--- src/inc/dpc_pkg.sv ---
// Purpose: Shared constants and types for the disk port channel config
// Assumes: Four drive ports, APB register access, 32-bit data
// Notes: Byte addresses; one aligned word per register
package dpc_pkg;
  localparam int NPORT = 4;
  localparam int CW = 16;
  // Register map
  localparam logic [11:0] A_CFG0 = 12'h000;
  localparam logic [11:0] A_STAT = 12'h010;
  localparam logic [11:0] A_MASK = 12'h014;
  localparam logic [11:0] A_ECC0 = 12'h020;
  localparam logic [11:0] A_STB0 = 12'h030;
  // Config field positions
  localparam int CFG_SYNC_LSB = 0;
  localparam int CFG_BURST_LSB = 8;
  localparam int CFG_ECC_BIT = 16;
  // Reset values
  localparam logic [7:0] RST_SYNC = 8'h93;
  localparam logic [2:0] RST_BURST = 3'h2;
  localparam logic RST_ECC = 1'b1;
  localparam logic [4:0] RST_MASK = 5'h00;
  // Burst coding: words = BASE_LEN << code
  localparam logic [2:0] BURST_MAX_CODE = 3'h6;
  localparam logic [8:0] BASE_LEN = 9'h004;
  localparam logic [CW-1:0] CNT_MAX = 16'hffff;
  // Status bits
  localparam int ST_FLDERR = 0;
  localparam int ST_HOSTECC = 1;
  localparam int ST_FIX = 2;
  localparam int ST_RECOV = 3;
  localparam int ST_BDONE = 4;
  localparam int ST_W = 5;

  typedef struct packed {
    logic ecc_en;
    logic [2:0] burst;
    logic [7:0] sync;
  } dpc_cfg_t;

  typedef enum logic [1:0] {
    E_IDLE = 2'b00,
    E_EARLY = 2'b01,
    E_LATE = 2'b11
  } dpc_ecc_st_t;

  function automatic logic [8:0] dpc_burst_len(input logic [2:0] c);
    return 9'(BASE_LEN << c);
  endfunction : dpc_burst_len

  function automatic logic dpc_code_ok(input logic [2:0] c);
    return c <= BURST_MAX_CODE;
  endfunction : dpc_code_ok

  function automatic logic dpc_hit(input logic [11:0] a);
    if (a[11:6] != 6'h00 || a[1:0] != 2'h0)
      return 1'b0;
    if (a[5:4] == 2'h1)
      return a[3] == 1'b0;
    return 1'b1;
  endfunction : dpc_hit
endpackage : dpc_pkg

--- src/rtl/dpc_top.sv ---
// Purpose: Per-port burst, sync byte and on-board ECC configuration
// Assumes: Datapath and channel signals on sys_clk_in; APB slave
// Notes: Status clears on read; set wins over the clear
// Behaviour
// - Each granted channel access moves exactly the burst count of words.
// - Burst count is only 4, 8, 16, 32, 64, 128 or 256 words.
// - Each port has its own burst count, used when that port transfers.
// - A whole sync byte goes ahead of both header and data fields.
// - Each port stores a sync byte from 01 to ff; zero is refused.
// - With correction on, bad data is fixed or retried early then late.
// - With correction on, per-unit fix and recovery counts are kept.
// - With correction off, no fix is done and the host is told.
// - Correction enable is held separately per port.
// - Correction counters clear to zero on reset.
// - Each counter is writable by software with any 16-bit value.
//
// The APB interface to the registers and the address map were chosen for this implementation.
`timescale 1ns/1ps
`default_nettype none
module dpc_top (
  input wire logic sys_clk_in,
  input wire logic reset_in,
  input wire logic psel_in,
  input wire logic penable_in,
  input wire logic pwrite_in,
  input wire logic [11:0] paddr_in,
  input wire logic [31:0] pwdata_in,
  output logic [31:0] prdata_out,
  output logic pready_out,
  output logic pslverr_out,
  output logic irq_out,
  input wire logic [1:0] port_sel_in,
  input wire logic dch_gnt_in,
  input wire logic dch_ack_in,
  output logic dch_busy_out,
  output logic dch_rel_out,
  input wire logic fld_start_in,
  output logic [7:0] sync_out,
  output logic sync_vld_out,
  input wire logic rd_sync_vld_in,
  input wire logic [7:0] rd_sync_in,
  output logic fld_err_out,
  input wire logic bad_data_in,
  input wire logic fixable_in,
  input wire logic retry_done_in,
  input wire logic retry_ok_in,
  output logic fix_out,
  output logic strb_early_out,
  output logic strb_late_out,
  output logic host_ecc_out
);
  dpc_pkg::dpc_cfg_t cfg_r [dpc_pkg::NPORT];
  dpc_pkg::dpc_cfg_t cur;
  dpc_pkg::dpc_ecc_st_t st_r;
  dpc_pkg::dpc_ecc_st_t st_nxt;
  logic [dpc_pkg::ST_W-1:0] stat_r;
  logic [dpc_pkg::ST_W-1:0] mask_r;
  logic [dpc_pkg::ST_W-1:0] ev;
  logic [1:0] unit_r;
  logic [15:0] ecc_cnt [dpc_pkg::NPORT];
  logic [15:0] stb_cnt [dpc_pkg::NPORT];
  logic [31:0] rd_nxt;
  logic [8:0] sel_len;
  logic setup;
  logic acc;
  logic wr_acc;
  logic rd_clr;
  logic fix_ev;
  logic recov_ev;
  logic giveup_ev;
  logic idle;

  assign cur = cfg_r[port_sel_in];
  assign sel_len = dpc_pkg::dpc_burst_len(cur.burst);
  assign setup = psel_in && !penable_in;
  assign acc = psel_in && penable_in && pready_out;
  assign wr_acc = acc && pwrite_in && dpc_pkg::dpc_hit(paddr_in);
  assign rd_clr = acc && !pwrite_in && paddr_in == dpc_pkg::A_STAT;
  assign idle = st_r == dpc_pkg::E_IDLE;
  assign fix_ev = idle && bad_data_in && cur.ecc_en && fixable_in;
  assign recov_ev = !idle && retry_done_in && retry_ok_in;
  assign giveup_ev = st_r == dpc_pkg::E_LATE && retry_done_in && !retry_ok_in;

  // APB slave: answer in the first access cycle
  always_ff @(posedge sys_clk_in) begin
    if (reset_in) begin
      pready_out <= 1'b0;
      pslverr_out <= 1'b0;
      prdata_out <= 32'h0000_0000;
    end else begin
      pready_out <= setup;
      pslverr_out <= setup && !dpc_pkg::dpc_hit(paddr_in);
      if (setup) begin
        prdata_out <= rd_nxt;
      end
    end
  end

  always_comb begin
    rd_nxt = 32'h0000_0000;
    if (dpc_pkg::dpc_hit(paddr_in) && !pwrite_in) begin
      unique case (paddr_in[5:4])
        2'h0: begin
          rd_nxt = 32'(cfg_r[paddr_in[3:2]].sync)
            | (32'(cfg_r[paddr_in[3:2]].burst) << dpc_pkg::CFG_BURST_LSB)
            | (32'(cfg_r[paddr_in[3:2]].ecc_en) << dpc_pkg::CFG_ECC_BIT);
        end
        2'h1: begin
          rd_nxt = paddr_in[2] ? 32'(mask_r) : 32'(stat_r);
        end
        2'h2: begin
          rd_nxt = 32'(ecc_cnt[paddr_in[3:2]]);
        end
        2'h3: begin
          rd_nxt = 32'(stb_cnt[paddr_in[3:2]]);
        end
      endcase
    end
  end

  // Per-port configuration; illegal values leave the field unchanged
  always_ff @(posedge sys_clk_in) begin
    if (reset_in) begin
      for (int p = 0; p < dpc_pkg::NPORT; p++) begin
        cfg_r[p].sync <= dpc_pkg::RST_SYNC;
        cfg_r[p].burst <= dpc_pkg::RST_BURST;
        cfg_r[p].ecc_en <= dpc_pkg::RST_ECC;
      end
    end else if (wr_acc && paddr_in[5:4] == 2'h0) begin
      if (pwdata_in[dpc_pkg::CFG_SYNC_LSB +: 8] != 8'h00) begin
        cfg_r[paddr_in[3:2]].sync <=
          pwdata_in[dpc_pkg::CFG_SYNC_LSB +: 8];
      end
      if (dpc_pkg::dpc_code_ok(pwdata_in[dpc_pkg::CFG_BURST_LSB +: 3])) begin
        cfg_r[paddr_in[3:2]].burst <=
          pwdata_in[dpc_pkg::CFG_BURST_LSB +: 3];
      end
      cfg_r[paddr_in[3:2]].ecc_en <=
        pwdata_in[dpc_pkg::CFG_ECC_BIT];
    end
  end

  // Sticky status, mask and interrupt
  assign ev = {dch_rel_out, recov_ev, fix_ev,
    giveup_ev || (idle && bad_data_in && !cur.ecc_en),
    rd_sync_vld_in && rd_sync_in != cur.sync};

  always_ff @(posedge sys_clk_in) begin
    if (reset_in) begin
      stat_r <= 5'h00;
      mask_r <= dpc_pkg::RST_MASK;
      irq_out <= 1'b0;
    end else begin
      // Clear only bits already returned; a late event stays
      stat_r <= (stat_r & ~(rd_clr ? prdata_out[dpc_pkg::ST_W-1:0] : 5'h00))
        | ev;
      if (wr_acc && paddr_in == dpc_pkg::A_MASK) begin
        mask_r <= pwdata_in[dpc_pkg::ST_W-1:0];
      end
      irq_out <= |(stat_r & mask_r);
    end
  end

  // Channel burst for the transferring port
  dpc_burst u_burst (
    .clk_in(sys_clk_in),
    .rst_in(reset_in),
    .start_in(dch_gnt_in),
    .len_in(sel_len),
    .ack_in(dch_ack_in),
    .busy_out(dch_busy_out),
    .rel_out(dch_rel_out)
  );

  // Sync byte out ahead of each field, compare on read
  always_ff @(posedge sys_clk_in) begin
    if (reset_in) begin
      sync_out <= 8'h00;
      sync_vld_out <= 1'b0;
      fld_err_out <= 1'b0;
    end else begin
      sync_vld_out <= fld_start_in;
      if (fld_start_in) begin
        sync_out <= cur.sync;
      end
      fld_err_out <= rd_sync_vld_in && rd_sync_in != cur.sync;
    end
  end

  // On-board correction and strobe early/late retry
  always_comb begin
    st_nxt = st_r;
    unique case (st_r)
      dpc_pkg::E_IDLE: begin
        if (bad_data_in && cur.ecc_en && !fixable_in) begin
          st_nxt = dpc_pkg::E_EARLY;
        end
      end
      dpc_pkg::E_EARLY: begin
        if (retry_done_in) begin
          st_nxt = retry_ok_in ? dpc_pkg::E_IDLE : dpc_pkg::E_LATE;
        end
      end
      dpc_pkg::E_LATE: begin
        if (retry_done_in) begin
          st_nxt = dpc_pkg::E_IDLE;
        end
      end
      default: begin
        st_nxt = dpc_pkg::E_IDLE;
      end
    endcase
  end

  always_ff @(posedge sys_clk_in) begin
    if (reset_in) begin
      st_r <= dpc_pkg::E_IDLE;
      unit_r <= 2'h0;
      fix_out <= 1'b0;
      host_ecc_out <= 1'b0;
      strb_early_out <= 1'b0;
      strb_late_out <= 1'b0;
    end else begin
      st_r <= st_nxt;
      if (idle && bad_data_in) begin
        unit_r <= port_sel_in;
      end
      fix_out <= fix_ev;
      host_ecc_out <= giveup_ev
        || (idle && bad_data_in && !cur.ecc_en);
      strb_early_out <= st_nxt == dpc_pkg::E_EARLY;
      strb_late_out <= st_nxt == dpc_pkg::E_LATE;
    end
  end

  // Per-unit fix and recovery counters
  generate
    for (genvar u = 0; u < dpc_pkg::NPORT; u++) begin : g_unit
      localparam logic [11:0] AE = 12'(dpc_pkg::A_ECC0 + 12'(4 * u));
      localparam logic [11:0] AS = 12'(dpc_pkg::A_STB0 + 12'(4 * u));
      dpc_sat_cnt u_ecc (
        .clk_in(sys_clk_in),
        .rst_in(reset_in),
        .inc_in(fix_ev && port_sel_in == 2'(u)),
        .wr_in(wr_acc && paddr_in == AE),
        .wdata_in(pwdata_in[15:0]),
        .cnt_out(ecc_cnt[u])
      );
      dpc_sat_cnt u_stb (
        .clk_in(sys_clk_in),
        .rst_in(reset_in),
        .inc_in(recov_ev && unit_r == 2'(u)),
        .wr_in(wr_acc && paddr_in == AS),
        .wdata_in(pwdata_in[15:0]),
        .cnt_out(stb_cnt[u])
      );
    end
  endgenerate
endmodule : dpc_top
`default_nettype wire

--- src/rtl/dpc_sat_cnt.sv ---
// Purpose: Saturating fix/recovery counter, software writable
// Assumes: Write and increment in one cycle: write wins
// Notes: Clears on reset
`timescale 1ns/1ps
`default_nettype none
module dpc_sat_cnt (
  input wire logic clk_in,
  input wire logic rst_in,
  input wire logic inc_in,
  input wire logic wr_in,
  input wire logic [15:0] wdata_in,
  output logic [15:0] cnt_out
);
  always_ff @(posedge clk_in) begin
    if (rst_in) begin
      cnt_out <= 16'h0000;
    end else if (wr_in) begin
      cnt_out <= wdata_in;
    end else if (inc_in && cnt_out != dpc_pkg::CNT_MAX) begin
      cnt_out <= 16'(cnt_out + 16'h0001);
    end
  end
endmodule : dpc_sat_cnt
`default_nettype wire

--- src/rtl/dpc_burst.sv ---
// Purpose: Counts words of one data channel access
// Assumes: Length sampled at grant and held for the access
// Notes: Release pulses one cycle after the last word
`timescale 1ns/1ps
`default_nettype none
module dpc_burst (
  input wire logic clk_in,
  input wire logic rst_in,
  input wire logic start_in,
  input wire logic [8:0] len_in,
  input wire logic ack_in,
  output logic busy_out,
  output logic rel_out
);
  logic [8:0] len_r;
  logic [8:0] cnt_r;
  logic last;

  assign last = cnt_r == 9'(len_r - 9'h001);

  always_ff @(posedge clk_in) begin
    if (rst_in) begin
      busy_out <= 1'b0;
      rel_out <= 1'b0;
      len_r <= 9'h000;
      cnt_r <= 9'h000;
    end else begin
      rel_out <= 1'b0;
      if (!busy_out && start_in) begin
        busy_out <= 1'b1;
        len_r <= len_in;
        cnt_r <= 9'h000;
      end else if (busy_out && ack_in) begin
        if (last) begin
          busy_out <= 1'b0;
          rel_out <= 1'b1;
        end else begin
          cnt_r <= 9'(cnt_r + 9'h001);
        end
      end
    end
  end
endmodule : dpc_burst
`default_nettype wire

--- config.mk ---
export PLATFORM = sky130hd
export DESIGN_NAME = dpc_top
export DESIGN_NICKNAME = d
export VERILOG_FILES = /design/src/inc/dpc_pkg.sv /design/src/rtl/dpc_top.sv /design/src/rtl/dpc_sat_cnt.sv /design/src/rtl/dpc_burst.sv
export SDC_FILE = /design/constraint.sdc
export NUM_CORES = 1
export LEC_CHECK = 0
export BUFFER_PORTS_ARGS = -buffer_cell sky130_fd_sc_hd__buf_2
export CAP_MARGIN = 20
export CORE_AREA = 2 2 189 191
export CTS_CLUSTER_DIAMETER = 200
export DETAILED_ROUTE_END_ITERATION = 8
export DIE_AREA = 0 0 191 193
export GPL_ROUTABILITY_DRIVEN = 0
export GPL_TIMING_DRIVEN = 1
export PLACE_DENSITY = 0.61
export SYNTH_ARGS = -nofsm -noshare
export SYNTH_HDL_FRONTEND = slang
export SYNTH_SLANG_ARGS = --single-unit
--- constraint.sdc ---
create_clock -name sys_clk_in -period 3.5 [get_ports sys_clk_in]
set_input_delay 0.175 -clock sys_clk_in [delete_from_list [all_inputs] [get_ports sys_clk_in]]
set_output_delay 0.175 -clock sys_clk_in [all_outputs]
set_load 0.005 [all_outputs]
* Word level (Yosys, flattened, before mapping)
Memories as Yosys holds them, arrays and structs flattened. Index checks and enable logic that the tools add are counted. Widths: inputs -> output; s select.
Word-level totals: register bits after elaboration 211, bits in writable memories 48, word-level logic and storage cells 229, memories kept 1
Cells by class: add/subtract/negate cells 10, $lt $le $gt $ge 2, equal/unequal tests 33, shifts and indexed selects 1, mux-type cells 64, bitwise logic cells 10, reductions and logical operators 81
Memory list:
- cfg_r | words 4, bits a word 12, rd ports 2, clocked after memory_dff 0, wr ports 4, line dpc_top.sv:52 | dpc_pkg::dpc_cfg_t cfg_r [dpc_pkg::NPORT];
Operators with widths (number):
- $mux 16 | 20
- $add 16x1->16 const B | 8
- $ne 16x16->1 const B | 8
- $pmux 32 s4 | 1
- $eq 12x6->1 const B | 8
- $bmux 16 s2 | 2
- $logic_and 1x1->1 | 48
- $mux 32 | 1
- $mux 1 | 30
- $eq 12x5->1 const B | 2
- $reduce_bool 2->1 | 11
- $or 11x17->17 | 1
- $eq 2x2->1 const B | 8
- $mux 12 | 1
- $reduce_or 12->1 | 1
- $or 8x11->11 | 1
- $and 5x5->5 | 2
- $eq 2x1->1 const B | 5
- $mux 2 | 5
- $mux 5 | 2
- $add 9x1->9 const B | 1
- $eq 9x9->1 | 1
- $shl 3x3->9 const A | 1
- $sub 9x1->9 const B | 1
- 18 further kinds | 32

* Longest topological paths before layout
depth after elaboration 13, gate-level depth with buffers 10

* Hierarchy
From an unflattened synthesis, not the netlist that was laid out.
Second synthesis, totals: cells, all modules 1642, area, all modules 14996.9 µm²
By module, submodules not included:
- dpc_sat_cnt | times used 8, cells an instance 123, area an instance 996.0 µm², sequential area each 320.3 µm²
- dpc_top | times used 1, cells an instance 511, area an instance 5813.1 µm², sequential area each 2402.3 µm²
- dpc_burst | times used 1, cells an instance 147, area an instance 1216.2 µm², sequential area each 400.4 µm²

* Worst setup path after synthesis
OpenSTA, ideal clock, no wires.
kind input to register, start point input paddr_in[11], end point memory cfg_r[0][0] (netlist name), enable pin, library setup time 0.384 ns, data arrival time 2.035 ns, path slack 1.081 ns, stages on the path 6, buffers on the path 1, cells stage by stage nor4_2 > nand2_1 > buf_2 > nor4_1 > nand2_1 > o21ai_0
RTL lines:
- from (decl) | line dpc_top.sv:26 | input wire logic [11:0] paddr_in,
- to (decl) | line dpc_top.sv:52

* Final worst setup path
start point register u_burst.len_r[2], end point register u_burst.busy_out
On the way: longest elaborated chain between the ends 4
RTL lines:
- from (decl) | line dpc_burst.sv:15 | logic [8:0] len_r;
- from (signal assigned) | line dpc_burst.sv:31 | len_r <= len_in;
- $sub 9x1->9 | line dpc_burst.sv:19 | assign last = cnt_r == 9'(len_r - 9'h001);
- $eq 9x9->1 | line dpc_burst.sv:19
- $reduce_bool 2->1 (no line)
- $reduce_and 2->1 (no line)
- to (signal assigned) | line dpc_burst.sv:23 | busy_out <= 1'b0;
- to (signal assigned) | line dpc_burst.sv:30 | busy_out <= 1'b1;
- to (signal assigned) | line dpc_burst.sv:35 | busy_out <= 1'b0;
- to (decl) | line dpc_burst.sv:12 | output logic busy_out,
No other way between the ends. A chain may end at the register's enable or synchronous reset.

==> impl_metrics.py <==
metrics = {
    "status": {
        "outcome": "completed",
    },
    "timing": {
        "slew_headroom_pct": 30.05,
        "maxSlewViolCount": 0,
        "setup_violations": 0,
        "fmax_mhz": 311.5,
        "worst_pin_slew_ns": 1.049,
        "fin_skew_ns": 0.02226,
        "rsz0062_at_grt": "no",
        "tns_ns": 0,
        "period_share_pct": 91.71,
        "fin_crit_ns": 3.210,
        "hold_violations": 0,
    },
    "finish": {
        "final_cell_mix": "dfxtp_1 (194), nor2_1 (158), nand2_1 (134), a211oi_1 (87), buf_2 (86)",
        "post-route-util_pct": 44.64,
        "area_delta_synth_final_pct": 12.92,
        "layout.nets": 1620,
        "layout_commonest_cell": "dfxtp_1",
        "n_fill_cell": 3440,
        "drive_gt1_share_pct": 15.67,
        "num_antenna_cells": 0,
    },
    "critical_path": {
        "cp.required_ns": 3.96,
        "reg2reg_from": "u_burst.len_r[2]",
        "worstSetupStartpoint": "u_burst.len_r[2]",
        "end_kind": "flop",
        "ff2ff_setup_slack_ns": 0.29,
        "path_max_fanout": 18,
        "cp.arrival_ns": 3.67,
        "critical_path_class": "flop to flop",
        "startpoint_type": "flop",
    },
    "synth": {
        "syn_inst": 1502,
        "synth_warnings": 0,
        "synthArstFlopShare_pct": 0,
        "yosys.cell_types.count": 81,
        "synth_ff_type": "dfxtp_1",
        "avgSynthCellArea_um2": 9.203,
        "synth_area_leaders": "dfxtp_1 (28%), edfxtp_1 (10%), mux4_2 (9.0%), a211oi_1 (4.7%), nor2_1 (4.3%)",
        "yosys.area.top_type_share_pct": 28.10,
        "yosysSeqAreaShare_pct": 38.52,
        "synth_edf_count": 48,
        "synth_top_area_cell": "dfxtp_1",
        "synth-seq-cells": 242,
        "syn_area_um2": 13820,
    },
    "placed_design": {
        "dp_hpwl_um": 30810,
        "numPortBuffers": 87,
    },
    "routing": {
        "dr.first_iter.drc_count": 1032,
        "vias_per_cell": 5.885,
        "drc": 0,
        "drt_first_pass_iters": 6,
        "routed_wirelength_um": 42970,
        "vias": 11912,
        "wl_per_cell_um": 21.23,
        "drtAntennaViolNets": 0,
    },
    "clock_tree": {
        "clk_latency_ns": 0.58,
        "post_cts_buffers": 0,
        "path_clk_slew_ns": 0.06,
        "cts_tree": "built",
        "cts_max_level": 1,
        "hold_buffers": 11,
        "cts_root_buf": "clkbuf_16",
        "clockBufferDepth": 3,
        "cts.repair.resized": 0,
        "cts_sinks": 242,
        "cts_inserted_buffers": 28,
    },
    "floorplanning": {
        "rows": 69,
        "start_util_pct": 39.53,
        "die-area_um2": 36860,
        "pin_count": 118,
        "dieHeight_um": 193,
        "die_w_um": 191,
        "core_um2": 34960,
    },
    "global_route": {
        "grt_max_degree": 61,
        "grt_pass1_vias": 10936,
        "antenna_found_initial": 3,
        "grt_pass1_wl_um": 65210,
        "track_usage_pct": 23.11,
        "grt_overflow_total": 0,
    },
    "power_and_ir_drop": {
        "ir_drop_uv": 373.2,
        "p_leak_uw": 0.005309,
        "power_density_nw_per_um2": 417.5,
    },
    "flow_run": {
        "cap_violations": 0,
    },
    "worst_hold_path": {
        "hp-start": "pwdata_in[12]",
        "worstHoldPathType": "primary input to flop",
    },
}
## sequential cells by signal, indices dropped and copies added, names as in the netlist, 2 cells and up
signal / flops
u_burst.len_r: 7
u_burst.cnt_r: 9
sync_out: 8
st_r: 2
stat_r: 5
unit_r: 2
g_unit.u_ecc.cnt_out: 64
g_unit.u_stb.cnt_out: 64
prdata_out: 17
mask_r: 5
cfg_r: 48
## metal layers
metal	share of wire, %	GRT usage [%]	up-vias
li1	-	-	5629
met1	43	30.71	5715
met2	46	37.51	475
met3	8.3	5.014	89
met4	3.3	7.484	4
met5	0.058	0	-
## worst paths after layout
path | endpoint | cells after the start
worst max-delay path | u_burst.busy_out | 8
worst min-delay path | g_unit[1].u_stb.cnt_out[12] | 3
worst min register to register | prdata_out[10] | 2
worst max register to register | u_burst.busy_out | 8
## cell usage after synthesis (7+ instances only)
library cell	count
xor2_1	53
nand3_1	69
mux2_2	7
or4_1	9
buf_2	25
a22oi_1	7
buf_4	17
or3_1	22
inv_1	18
nor2_1	158
nor4_1	14
and4_1	21
nand4_1	40
and3_1	26
mux4_2	55
o21ai_0	53
buf_1	7
clkbuf_1	69
xnor2_1	56
and2_1	29
ha_1	10
nand2_1	134
nand2b_1	22
or2_2	13
dfxtp_1	194
a211oi_1	87
nor3_1	28
o211ai_1	10
a21oi_1	64
edfxtp_1	48
o31ai_1	9
mux2i_1	26
## area by class of cell
type	instances	area, um^2	area share (%)
clock buffer	35	767.0	4.914
timing repair buffer	115	695.7	4.457
sequential	242	5325	34.12
tap	461	576.8	3.695
inverter	18	67.56	0.4329
clock inverter	15	231.5	1.483
multi-input combinational	1138	7945	50.90
## where the power goes
part           internal (uW)  leakage, uW  total [uW]  switching (uW)
clock                   1920     0.000473        3170            1250
combinational            153      0.00281         441             288
sequential              2870      0.00203        2900            28.0
## logic make-up after synthesis
| family | Yosys count | synth area share [%] |
|---|---|---|
| AOI/OAI and AO/OA | 289 | 14.18 |
| xor gates and xnor gates | 110 | 7.069 |
| adders and majority gates | 10 | 0.9051 |
| buffers and inverters | 136 | 4.381 |
| DFF | 242 | 38.52 |
| muxes | 88 | 11.41 |
| other | 1 | 0.02713 |
| and+or+nand+nor | 626 | 23.50 |
## worst max-delay path: stages, from the launching register on
cell and delay, ns:
dfxtp_1 0.47, inv_1 0.08, ha_1 0.31, o21ba_2 0.23, a221oi_1 0.31, a41oi_1 0.11
nor3_2 0.80, a311oi_1 0.19, dlygate4sd3_1 0.59
## per-stage QoR
stage / hold WS, ns / std cells / area, um^2 / total power [uW] / worst slack (ns)
floorplan: 0.2902 / 1516 / 13880 / 3232 / 1.081
global placement: 0.4063 / 1962 / 14490 / 3384 / 0.6302
detailed placement: 0.4153 / 1962 / 14490 / 3389 / 0.5525
CTS: 0.006621 / 2023 / 15590 / 6556 / 0.3234
global route: 0.01334 / 2024 / 15610 / 6702 / 0.07500
finish: 0.01082 / 2024 / 15610 / 6517 / 0.2901
No activity file was read; power rests on OpenSTA's default activity.
